**config.mk**
```make
export PLATFORM = sky130hd
export DESIGN_NAME = usdp_top
export DESIGN_NICKNAME = d
export VERILOG_FILES = /design/src/rtl/usdp_pkg.sv /design/src/rtl/usdp_mem.sv /design/src/rtl/usdp_top.sv
export SDC_FILE = /design/constraint.sdc
export NUM_CORES = 1
export LEC_CHECK = 0
export BUFFER_PORTS_ARGS = -buffer_cell sky130_fd_sc_hd__buf_2
export CAP_MARGIN = 20
export CORE_ASPECT_RATIO = 1.1
export CORE_MARGIN = 10
export CORE_UTILIZATION = 35
export CTS_CLUSTER_SIZE = 12
export DETAILED_ROUTE_END_ITERATION = 12
export PLACE_DENSITY = 0.64
export SYNTH_ARGS = -nofsm -noshare
export SYNTH_HDL_FRONTEND = slang
export SYNTH_SLANG_ARGS = --single-unit
```
**constraint.sdc**
```tcl
create_clock -name pclk -period 4.25 [get_ports pclk]
set_input_delay 0.425 -clock pclk [delete_from_list [all_inputs] [get_ports pclk]]
set_output_delay 0.425 -clock pclk [all_outputs]
set_load 0.01 [all_outputs]
```
**src/rtl/usdp_pkg.sv**
```systemverilog
// Constants, register map and carriers for the shadow data port block.
// Assumes a 32-bit APB register bus and byte-wide line-side streams.
package usdp_pkg;

  // ********************************************************************
  // Widths and depths
  // ********************************************************************
  localparam int unsigned DATA_W     = 8;
  localparam int unsigned SLOT_W     = 16;
  localparam int unsigned FIFO_DEPTH = 16;
  localparam int unsigned PTR_W      = 4;
  localparam int unsigned CNT_W      = 5;
  localparam int unsigned NUM_CHAN   = 2;
  localparam int unsigned CH_RX      = 0;
  localparam int unsigned CH_TX      = 1;
  localparam logic [CNT_W-1:0] CNT_FULL = 5'h10;
  localparam logic [CNT_W-1:0] CNT_ZERO = 5'h00;
  localparam logic [PTR_W-1:0] PTR_ONE  = 4'h1;

  // ********************************************************************
  // Register byte addresses
  // ********************************************************************
  localparam logic [31:0] ADDR_SLOT_FIRST   = 32'h5000_1030;
  localparam logic [31:0] ADDR_SLOT_LAST    = 32'h5000_106c;
  localparam logic [31:0] ADDR_SLOT5        = 32'h5000_1044;
  localparam logic [31:0] ADDR_FIFO_CONTROL = 32'h5000_1008;
  localparam logic [31:0] ADDR_LINE_STATUS  = 32'h5000_1014;
  localparam logic [31:0] ADDR_INT_STATUS   = 32'h5000_1080;
  localparam logic [31:0] ADDR_INT_MASK     = 32'h5000_1084;

  // ********************************************************************
  // Field positions and reset values
  // ********************************************************************
  localparam int unsigned LS_RDY_BIT  = 0;
  localparam int unsigned LS_OE_BIT   = 1;
  localparam int unsigned LS_TXE_BIT  = 5;
  localparam int unsigned FC_EN_BIT   = 0;
  localparam int unsigned FC_IR_BIT   = 1;
  localparam int unsigned FC_W        = 2;
  localparam int unsigned INT_W       = 3;
  localparam int unsigned INT_RX_BIT  = 0;
  localparam int unsigned INT_OE_BIT  = 1;
  localparam int unsigned INT_TXL_BIT = 2;
  localparam logic [FC_W-1:0]  FC_RESET   = 2'h0;
  localparam logic [INT_W-1:0] INT_RESET  = 3'h0;
  localparam logic [31:0]      WORD_ZERO  = 32'h0000_0000;
  localparam logic [DATA_W-1:0] BYTE_ZERO = 8'h00;

  // ********************************************************************
  // Carriers
  // ********************************************************************
  typedef struct packed {
    logic              valid;
    logic [DATA_W-1:0] data;
  } usdp_byte_t;

endpackage : usdp_pkg

```
**src/rtl/usdp_mem.sv**
```systemverilog
// Sixteen-entry byte store for one FIFO, registered read data.
// Assumes the owner keeps addresses in range; same-address write passes.
`timescale 1ns/1ps
module usdp_mem (
  pclk,
  presetn,
  we,
  waddr,
  wdata,
  raddr,
  rdata
);
  input  wire logic                          pclk;
  input  wire logic                          presetn;
  input  wire logic                          we;
  input  wire logic [usdp_pkg::PTR_W-1:0]    waddr;
  input  wire logic [usdp_pkg::DATA_W-1:0]   wdata;
  input  wire logic [usdp_pkg::PTR_W-1:0]    raddr;
  output      logic [usdp_pkg::DATA_W-1:0]   rdata;

  logic [usdp_pkg::DATA_W-1:0] mem_reg [usdp_pkg::FIFO_DEPTH];

  // Storage array; reset so no unknown byte ever reaches a port
  always_ff @(posedge pclk or negedge presetn) begin
    if (!presetn) begin
      for (int i = 0; i < usdp_pkg::FIFO_DEPTH; i++) begin
        mem_reg[i] <= usdp_pkg::BYTE_ZERO;
      end
    end else if (we) begin
      mem_reg[waddr] <= wdata;
    end
  end

  // Read register with write-through, so a head overwrite shows at once
  always_ff @(posedge pclk or negedge presetn) begin
    if (!presetn) begin
      rdata <= usdp_pkg::BYTE_ZERO;
    end else if (we && (waddr == raddr)) begin
      rdata <= wdata;
    end else begin
      rdata <= mem_reg[raddr];
    end
  end

endmodule : usdp_mem

```
**src/rtl/usdp_top.sv**
```systemverilog
// Shadow data slot of a UART: receive head and transmit holding path
// behind an APB slave, with FIFO control, line status and interrupts.
// Assumes byte streams from/to serial and infrared framers outside.
//
// Operation
// [RULE_01] All sixteen slot words alias one receive and transmit path.
// [RULE_02] Read low byte comes from serial input, or infrared in IR mode.
// [RULE_03] Read data is valid only while the data-ready flag is set.
// [RULE_04] FIFOs off: new byte overwrites unread byte and flags overrun.
// [RULE_05] FIFOs on: a slot read returns the receive FIFO head.
// [RULE_06] Receive FIFO full: keep contents, drop new byte, flag overrun.
// [RULE_07] Slot writes load transmit path, sent on serial or infrared output.
// [RULE_08] Master writes only while transmit-holding-empty flag is set.
// [RULE_09] FIFOs off: one write clears the transmit-holding-empty flag.
// [RULE_10] FIFOs off: further writes before empty replace the pending byte.
// [RULE_11] FIFOs on: accept writes up to the sixteen-entry depth.
// [RULE_12] Writes while the transmit FIFO is full are dropped.
// [RULE_13] Reserved upper slot bits read zero, writes to them ignored.
//
// Design decision made here: the APB interface to the registers.
`timescale 1ns/1ps
module usdp_top (
  pclk,
  presetn,
  psel,
  penable,
  pwrite,
  paddr,
  pwdata,
  prdata,
  pready,
  pslverr,
  uart_rx,
  ir_rx,
  uart_tx,
  uart_tx_ready,
  ir_tx,
  ir_tx_ready,
  irq
);
  input  wire logic                  pclk;
  input  wire logic                  presetn;
  input  wire logic                  psel;
  input  wire logic                  penable;
  input  wire logic                  pwrite;
  input  wire logic [31:0]           paddr;
  input  wire logic [31:0]           pwdata;
  output      logic [31:0]           prdata;
  output      logic                  pready;
  output      logic                  pslverr;
  input  wire usdp_pkg::usdp_byte_t  uart_rx;
  input  wire usdp_pkg::usdp_byte_t  ir_rx;
  output      usdp_pkg::usdp_byte_t  uart_tx;
  input  wire logic                  uart_tx_ready;
  output      usdp_pkg::usdp_byte_t  ir_tx;
  input  wire logic                  ir_tx_ready;
  output      logic                  irq;

  // ********************************************************************
  // Declarations
  // ********************************************************************
  logic [usdp_pkg::FC_W-1:0]   fifo_control_reg;
  logic [usdp_pkg::INT_W-1:0]  int_status_reg;
  logic [usdp_pkg::INT_W-1:0]  int_mask_reg;
  logic                        overrun_reg;
  logic                        rd_valid_reg;
  logic [31:0]                 prdata_reg;
  logic                        pslverr_reg;
  logic                        setup_ph;
  logic                        access_ph;
  logic                        hit_slot;
  logic                        hit_fc;
  logic                        hit_ls;
  logic                        hit_is;
  logic                        hit_im;
  logic                        hit_any;
  logic                        fifo_en;
  logic                        ir_mode;
  logic                        flush;
  logic                        data_ready;
  logic                        tx_empty;
  logic                        tx_ready;
  logic                        rx_overrun;
  logic                        tx_lost;
  logic [31:0]                 ls_word;
  logic [usdp_pkg::INT_W-1:0]  int_set;
  logic [usdp_pkg::INT_W-1:0]  int_clr;
  usdp_pkg::usdp_byte_t        rx_sel;
  logic [usdp_pkg::NUM_CHAN-1:0] push;
  logic [usdp_pkg::NUM_CHAN-1:0] pop;
  logic [usdp_pkg::NUM_CHAN-1:0] full;
  logic [usdp_pkg::NUM_CHAN-1:0] ovw;
  logic [usdp_pkg::NUM_CHAN-1:0] nonempty;
  logic [usdp_pkg::DATA_W-1:0]   wdata [usdp_pkg::NUM_CHAN];
  logic [usdp_pkg::DATA_W-1:0]   head  [usdp_pkg::NUM_CHAN];

  // ********************************************************************
  // APB decode
  // ********************************************************************
  // Zero wait states: every access completes in its first access cycle
  assign setup_ph  = psel && !penable;
  assign access_ph = psel && penable;
  assign pready    = 1'b1;
  assign prdata    = prdata_reg;
  assign pslverr   = pslverr_reg;

  // Any aligned word of the sixteen-slot window is the same slot
  assign hit_slot = (paddr >= usdp_pkg::ADDR_SLOT_FIRST) &&
                    (paddr <= usdp_pkg::ADDR_SLOT_LAST) &&
                    (paddr[1:0] == 2'h0); // RULE_01
  assign hit_fc   = (paddr == usdp_pkg::ADDR_FIFO_CONTROL);
  assign hit_ls   = (paddr == usdp_pkg::ADDR_LINE_STATUS);
  assign hit_is   = (paddr == usdp_pkg::ADDR_INT_STATUS);
  assign hit_im   = (paddr == usdp_pkg::ADDR_INT_MASK);
  assign hit_any  = hit_slot || hit_fc || hit_ls || hit_is || hit_im;

  assign fifo_en  = fifo_control_reg[usdp_pkg::FC_EN_BIT];
  assign ir_mode  = fifo_control_reg[usdp_pkg::FC_IR_BIT];

  // ********************************************************************
  // Control registers
  // ********************************************************************
  // Changing the FIFO enable empties both paths, as stale depth is unsafe
  assign flush = access_ph && pwrite && hit_fc &&
                 (pwdata[usdp_pkg::FC_EN_BIT] != fifo_en);

  // FIFO control: enable and infrared mode select
  always_ff @(posedge pclk or negedge presetn) begin
    if (!presetn) begin
      fifo_control_reg <= usdp_pkg::FC_RESET;
    end else if (access_ph && pwrite && hit_fc) begin
      fifo_control_reg <= pwdata[usdp_pkg::FC_W-1:0];
    end
  end

  // Interrupt mask
  always_ff @(posedge pclk or negedge presetn) begin
    if (!presetn) begin
      int_mask_reg <= usdp_pkg::INT_RESET;
    end else if (access_ph && pwrite && hit_im) begin
      int_mask_reg <= pwdata[usdp_pkg::INT_W-1:0];
    end
  end

  // Sticky events, write one to clear; a new event beats the clear
  assign int_clr = (access_ph && pwrite && hit_is) ?
                   pwdata[usdp_pkg::INT_W-1:0] : usdp_pkg::INT_RESET;
  always_comb begin
    int_set = usdp_pkg::INT_RESET;
    int_set[usdp_pkg::INT_RX_BIT]  = push[usdp_pkg::CH_RX];
    int_set[usdp_pkg::INT_OE_BIT]  = rx_overrun;
    int_set[usdp_pkg::INT_TXL_BIT] = tx_lost;
  end

  always_ff @(posedge pclk or negedge presetn) begin
    if (!presetn) begin
      int_status_reg <= usdp_pkg::INT_RESET;
    end else begin
      int_status_reg <= int_set | (int_status_reg & ~int_clr);
    end
  end

  // Level interrupt while any unmasked event stands
  assign irq = |(int_status_reg & int_mask_reg);

  // Line status overrun: cleared by reading line status, set wins
  always_ff @(posedge pclk or negedge presetn) begin
    if (!presetn) begin
      overrun_reg <= 1'b0;
    end else if (rx_overrun) begin
      overrun_reg <= 1'b1; // RULE_04 RULE_06
    end else if (access_ph && !pwrite && hit_ls) begin
      overrun_reg <= 1'b0;
    end
  end

  // ********************************************************************
  // Line side steering
  // ********************************************************************
  // Receive source follows the mode bit
  assign rx_sel = ir_mode ? ir_rx : uart_rx; // RULE_02
  assign push[usdp_pkg::CH_RX]  = rx_sel.valid;
  assign wdata[usdp_pkg::CH_RX] = rx_sel.data;

  // Full FIFO keeps its contents; unread byte with FIFOs off is replaced
  assign rx_overrun = rx_sel.valid &&
                      (full[usdp_pkg::CH_RX] ||
                       ovw[usdp_pkg::CH_RX]); // RULE_04 RULE_06

  // Slot writes feed the transmit path; upper bits are dropped
  assign push[usdp_pkg::CH_TX] = access_ph && pwrite && hit_slot; // RULE_07
  assign wdata[usdp_pkg::CH_TX] = pwdata[usdp_pkg::DATA_W-1:0]; // RULE_13
  assign tx_lost = push[usdp_pkg::CH_TX] && full[usdp_pkg::CH_TX]; // RULE_12

  // Transmit byte goes to the active output only
  assign tx_ready = ir_mode ? ir_tx_ready : uart_tx_ready;
  assign pop[usdp_pkg::CH_TX] = tx_ready && nonempty[usdp_pkg::CH_TX];
  assign uart_tx.valid = !ir_mode && nonempty[usdp_pkg::CH_TX]; // RULE_07
  assign uart_tx.data  = head[usdp_pkg::CH_TX];
  assign ir_tx.valid   = ir_mode && nonempty[usdp_pkg::CH_TX]; // RULE_07
  assign ir_tx.data    = head[usdp_pkg::CH_TX];

  // Receive head is consumed only by a slot read that saw valid data
  assign pop[usdp_pkg::CH_RX] = access_ph && !pwrite && hit_slot &&
                                rd_valid_reg; // RULE_05

  assign data_ready = nonempty[usdp_pkg::CH_RX]; // RULE_03
  assign tx_empty   = !nonempty[usdp_pkg::CH_TX]; // RULE_09

  // ********************************************************************
  // Byte queues: receive and transmit share one structure
  // ********************************************************************
  // With FIFOs off a queue holds one byte and a push onto a held byte
  // overwrites it in place; this costs nothing over a separate holding reg
  for (genvar c = 0; c < usdp_pkg::NUM_CHAN; c++) begin : g_chan
    logic [usdp_pkg::CNT_W-1:0] count_reg;
    logic [usdp_pkg::PTR_W-1:0] wr_ptr_reg;
    logic [usdp_pkg::PTR_W-1:0] rd_ptr_reg;
    logic                       do_push;
    logic                       do_pop;
    logic                       advance;
    logic [usdp_pkg::PTR_W-1:0] waddr;
    logic [usdp_pkg::PTR_W-1:0] raddr;

    assign nonempty[c] = (count_reg != usdp_pkg::CNT_ZERO);
    assign full[c]     = fifo_en &&
                         (count_reg == usdp_pkg::CNT_FULL); // RULE_11
    assign ovw[c]      = !fifo_en && nonempty[c] &&
                         !pop[c]; // RULE_04 RULE_10
    assign do_push     = push[c] && !full[c]; // RULE_06 RULE_12
    assign do_pop      = pop[c] && nonempty[c];
    assign advance     = do_push && !ovw[c];
    assign waddr       = ovw[c] ? rd_ptr_reg : wr_ptr_reg;
    assign raddr       = do_pop ? (rd_ptr_reg + usdp_pkg::PTR_ONE)
                                : rd_ptr_reg;

    // Pointers and fill level
    always_ff @(posedge pclk or negedge presetn) begin
      if (!presetn) begin
        count_reg  <= usdp_pkg::CNT_ZERO;
        wr_ptr_reg <= '0;
        rd_ptr_reg <= '0;
      end else if (flush) begin
        count_reg  <= usdp_pkg::CNT_ZERO;
        wr_ptr_reg <= '0;
        rd_ptr_reg <= '0;
      end else begin
        if (advance) begin
          wr_ptr_reg <= wr_ptr_reg + usdp_pkg::PTR_ONE;
        end
        if (do_pop) begin
          rd_ptr_reg <= rd_ptr_reg + usdp_pkg::PTR_ONE;
        end
        if (advance && !do_pop) begin
          count_reg <= count_reg + 5'h01;
        end else if (do_pop && !advance) begin
          count_reg <= count_reg - 5'h01;
        end
      end
    end

    usdp_mem u_mem (
      .pclk    (pclk),
      .presetn (presetn),
      .we      (do_push && !flush),
      .waddr   (waddr),
      .wdata   (wdata[c]),
      .raddr   (flush ? usdp_pkg::PTR_W'(0) : raddr),
      .rdata   (head[c])
    );
  end

  // ********************************************************************
  // Read data
  // ********************************************************************
  // Line status word
  always_comb begin
    ls_word = usdp_pkg::WORD_ZERO;
    ls_word[usdp_pkg::LS_RDY_BIT] = data_ready;
    ls_word[usdp_pkg::LS_OE_BIT]  = overrun_reg;
    ls_word[usdp_pkg::LS_TXE_BIT] = tx_empty;
  end

  // Captured in the setup cycle; the head cannot leave before the access
  always_ff @(posedge pclk or negedge presetn) begin
    if (!presetn) begin
      prdata_reg   <= usdp_pkg::WORD_ZERO;
      pslverr_reg  <= 1'b0;
      rd_valid_reg <= 1'b0;
    end else if (setup_ph) begin
      pslverr_reg  <= !hit_any;
      rd_valid_reg <= hit_slot && data_ready; // RULE_03
      prdata_reg   <= usdp_pkg::WORD_ZERO; // RULE_13
      if (!pwrite) begin
        unique case (1'b1)
          hit_slot: prdata_reg[usdp_pkg::DATA_W-1:0] <=
                      data_ready ? head[usdp_pkg::CH_RX]
                                 : usdp_pkg::BYTE_ZERO; // RULE_05
          hit_fc:   prdata_reg[usdp_pkg::FC_W-1:0] <= fifo_control_reg;
          hit_ls:   prdata_reg <= ls_word;
          hit_is:   prdata_reg[usdp_pkg::INT_W-1:0] <= int_status_reg;
          hit_im:   prdata_reg[usdp_pkg::INT_W-1:0] <= int_mask_reg;
          default:  prdata_reg <= usdp_pkg::WORD_ZERO;
        endcase
      end
    end
  end

endmodule : usdp_top

```
==> reports/qor.csv <==
metric;value;unit
Final Hold Slack;-46.82;ps
worst-path maximum fanout;33;
I/O Buffers;92;
Yosys reg bits;317;
dpl cells;2031;
EDFF count, synth;0;
row cnt;81;
FFs w/ async S/R, synth;100.0;%
Detail Route Antenna Nets;0;
commonest non-fill, non-tap cells in the layout;dfrtp_1 (317), mux2_2 (262), nand2_1 (183);
initial antenna violation count;1;
largest net degree at the start of global routing;114;
Top Ports;142;
MaxCap Viol Count;0;
sequential share of the synthesized area;50.00;%
dpl hpwl;28720;um
area of the mapped netlist;15870;um^2
Fmax;0.2811;GHz
Worst-path clk slew;60;ps
Setup-failing EPs final;0;
clock group share of total power;41.1;%
fin crit share;83.72;%
Fillers;4283;
Hold Fails Final Rpt;41;
worst reg2reg startpoint;g_chan[1].count_reg[1];
routability congestion estimate;0.9036;
Via Count;11010;
drc violations;0;
Pint;5371;uW
Tot Pwr;7157;uW
switching share of power;24.96;%
CTS tree;done;
final cell count without fillers;2090;
vias in the first global route;11470;
Die Y-Extent;243.3;um
layout cells sized above 1;31.10;%
Die Wd;223.0;um
Fin Setup TNS;0;ps
area post-placement;17000;um^2
worst-skew pair later-pin latency;540;ps
outcome;finished with violations;
sequential share of power;47.5;%
most common cell after layout, fill and taps aside;dfrtp_1;
CTS hold repair buffers;0;
Initial Utilization;35.50;%
core area;44690;um^2
Hold Path Class;in2async;
failing checks;negative hold slack;
CP endpoint kind;flip-flop;
Inserted Clock Buffers;35;
power per cell area;395.6;nW/um^2
CTS resizes;0;
Vias per Instance;5.269;
1st-iter DRT viols;731;
RSZ-0062 raised after global routing;no;
leakage;0.008602;uW
maximum VDD drop;0.0003061;V
CTS Buffer Depth;3;
Layout area overhead;14.02;%
Net Switching;1786;uW
startpoint types;flip-flop;
H-Tree Depth;2;
synth warn;0;
wire per inst;19.79;um
Slew HR;34.28;%
final WL;41350;um
r2r worst-path depth;11;
arrival time worst endpoint;3970;ps
Die ar.;54260;um^2
worst reg2reg setup slack;690;ps
Final #Nets;1589;
Cell variety after synth;59;
clock root buffer;clkbuf_16;
setup bufs post-CTS;0;
Slew Viols, Final;0;
design area;18090;um^2
RR Endpoint;g_chan[1].u_mem.rdata[6];
Gate Count Post-Synth;1406;
clk sink count;317;
crit path kind;reg2reg;
total track usage;14.99;%
first-pass GRT wire length;65870;um
measured slew at the worst slew-check pin;983.8;ps
synthesized area per cell;11.28;um^2
Tmin final;3558;ps
combinational cell fraction of total power;11.4;%
Primary FF master, synth;dfrtp_1;
Worst EP required;4660;ps
DRT Pass-1 Iters;5;
max FFs per register;256;
Post-Route Skew;16.81;ps
GRT overflow;0;
==> metal layers <==
| metal | track usage (%) | routed length, um | share of wire, % | up-vias |
|---|---|---|---|---|
| li1 | - | - | - | 5132 |
| met5 | 0 | 0 | 0 | - |
| met3 | 3.162 | 2505 | 6.1 | 69 |
| met4 | 5.130 | 1209 | 2.9 | 0 |
| met2 | 25.92 | 20510 | 50 | 288 |
| met1 | 18.08 | 17130 | 41 | 5523 |
==> synthesized netlist by cell type (15+ instances only) <==
library cell | instances | area, um^2
dfrtp_1 | 317 | 7933
o21ai_0 | 69 | 345.3
mux2i_1 | 86 | 860.8
clkbuf_1 | 64 | 240.2
nand3_1 | 47 | 235.2
nor3_1 | 17 | 85.08
buf_4 | 37 | 277.8
a21oi_1 | 35 | 175.2
a221oi_1 | 23 | 201.4
nor2_1 | 45 | 168.9
buf_2 | 15 | 75.07
nand2_1 | 183 | 686.9
xor2_1 | 17 | 148.9
mux2_2 | 262 | 2950
a32oi_1 | 20 | 175.2
==> power by group through the flow <==
stage	sequential [uW]	combinational (uW)	clock (uW)
floorplan	3400	590	0
global placement	3440	793	0
detailed placement	3450	817	0
CTS	3400	823	3010
global route	3430	913	3130
finish	3400	814	2940
==> area by class of cell <==
type                       count  area, um^2  share of cell area, %
antenna                        1       2.502                0.01383
clock buffer                  49       978.4                  5.408
clock inverter                 9       111.4                 0.6155
inverter                      13       48.80                 0.2697
multi-input combinational    978        7370                  40.74
sequential                   317        7933                  43.85
tap                          581       726.9                  4.018
timing repair buffer         142       920.9                  5.090
==> critical path: stages (launching register included) <==
cell      delay [ps]
dfrtp_1          420
or4_1            610
o21ai_1          250
mux2_2           190
nand2_1           70
inv_2            640
buf_4            340
mux2i_1          220
a221oi_1         120
nor3_1           230
a21oi_1           60
mux2_2           280
==> stage by stage <==
| step | worst slack (ps) | hold WS (ps) | utilization, % |
|---|---|---|---|
| 6_report | 692.1 | -46.82 | 40.48 |
| 5_1_grt | 446.0 | 31.08 | 40.47 |
| 4_1_cts | 700.8 | 10.56 | 40.47 |
| 3_5_place_dp | 337.3 | 466.6 | 38.03 |
| 3_3_place_gp | 369.8 | 460.9 | 38.03 |
| 2_1_floorplan | 454.5 | 129.4 | - |
==> cell families after synthesis <==
kind of cell	Yosys count	share of synthesized area (%)
buf+inv	134	4.258
other cells	2	0.04733
xor+xnor	30	1.656
flops	317	50.00
simple gates	366	10.84
fa+ha+maj	13	1.120
compound gates	195	7.917
mux	349	24.16
==> worst max path at each step <==
| stage | slack (ps) | cells after the start | end | startpoint |
|---|---|---|---|---|
| detailed placement | 340 | 11 | g_chan[0].u_mem.mem_reg[117] | paddr[31] |
| floorplan | 450 | 15 | g_chan[0].count_reg[4] | paddr[18] |
| global placement | 370 | 11 | g_chan[0].u_mem.mem_reg[118] | paddr[31] |
| global route | 450 | 11 | g_chan[1].u_mem.rdata[3] | g_chan[1].count_reg[1] |
| finish | 690 | 11 | g_chan[1].u_mem.rdata[6] | g_chan[1].count_reg[1] |
| CTS | 700 | 11 | g_chan[1].u_mem.rdata[6] | g_chan[1].count_reg[1] |
Power figures use the tool's default switching activity.
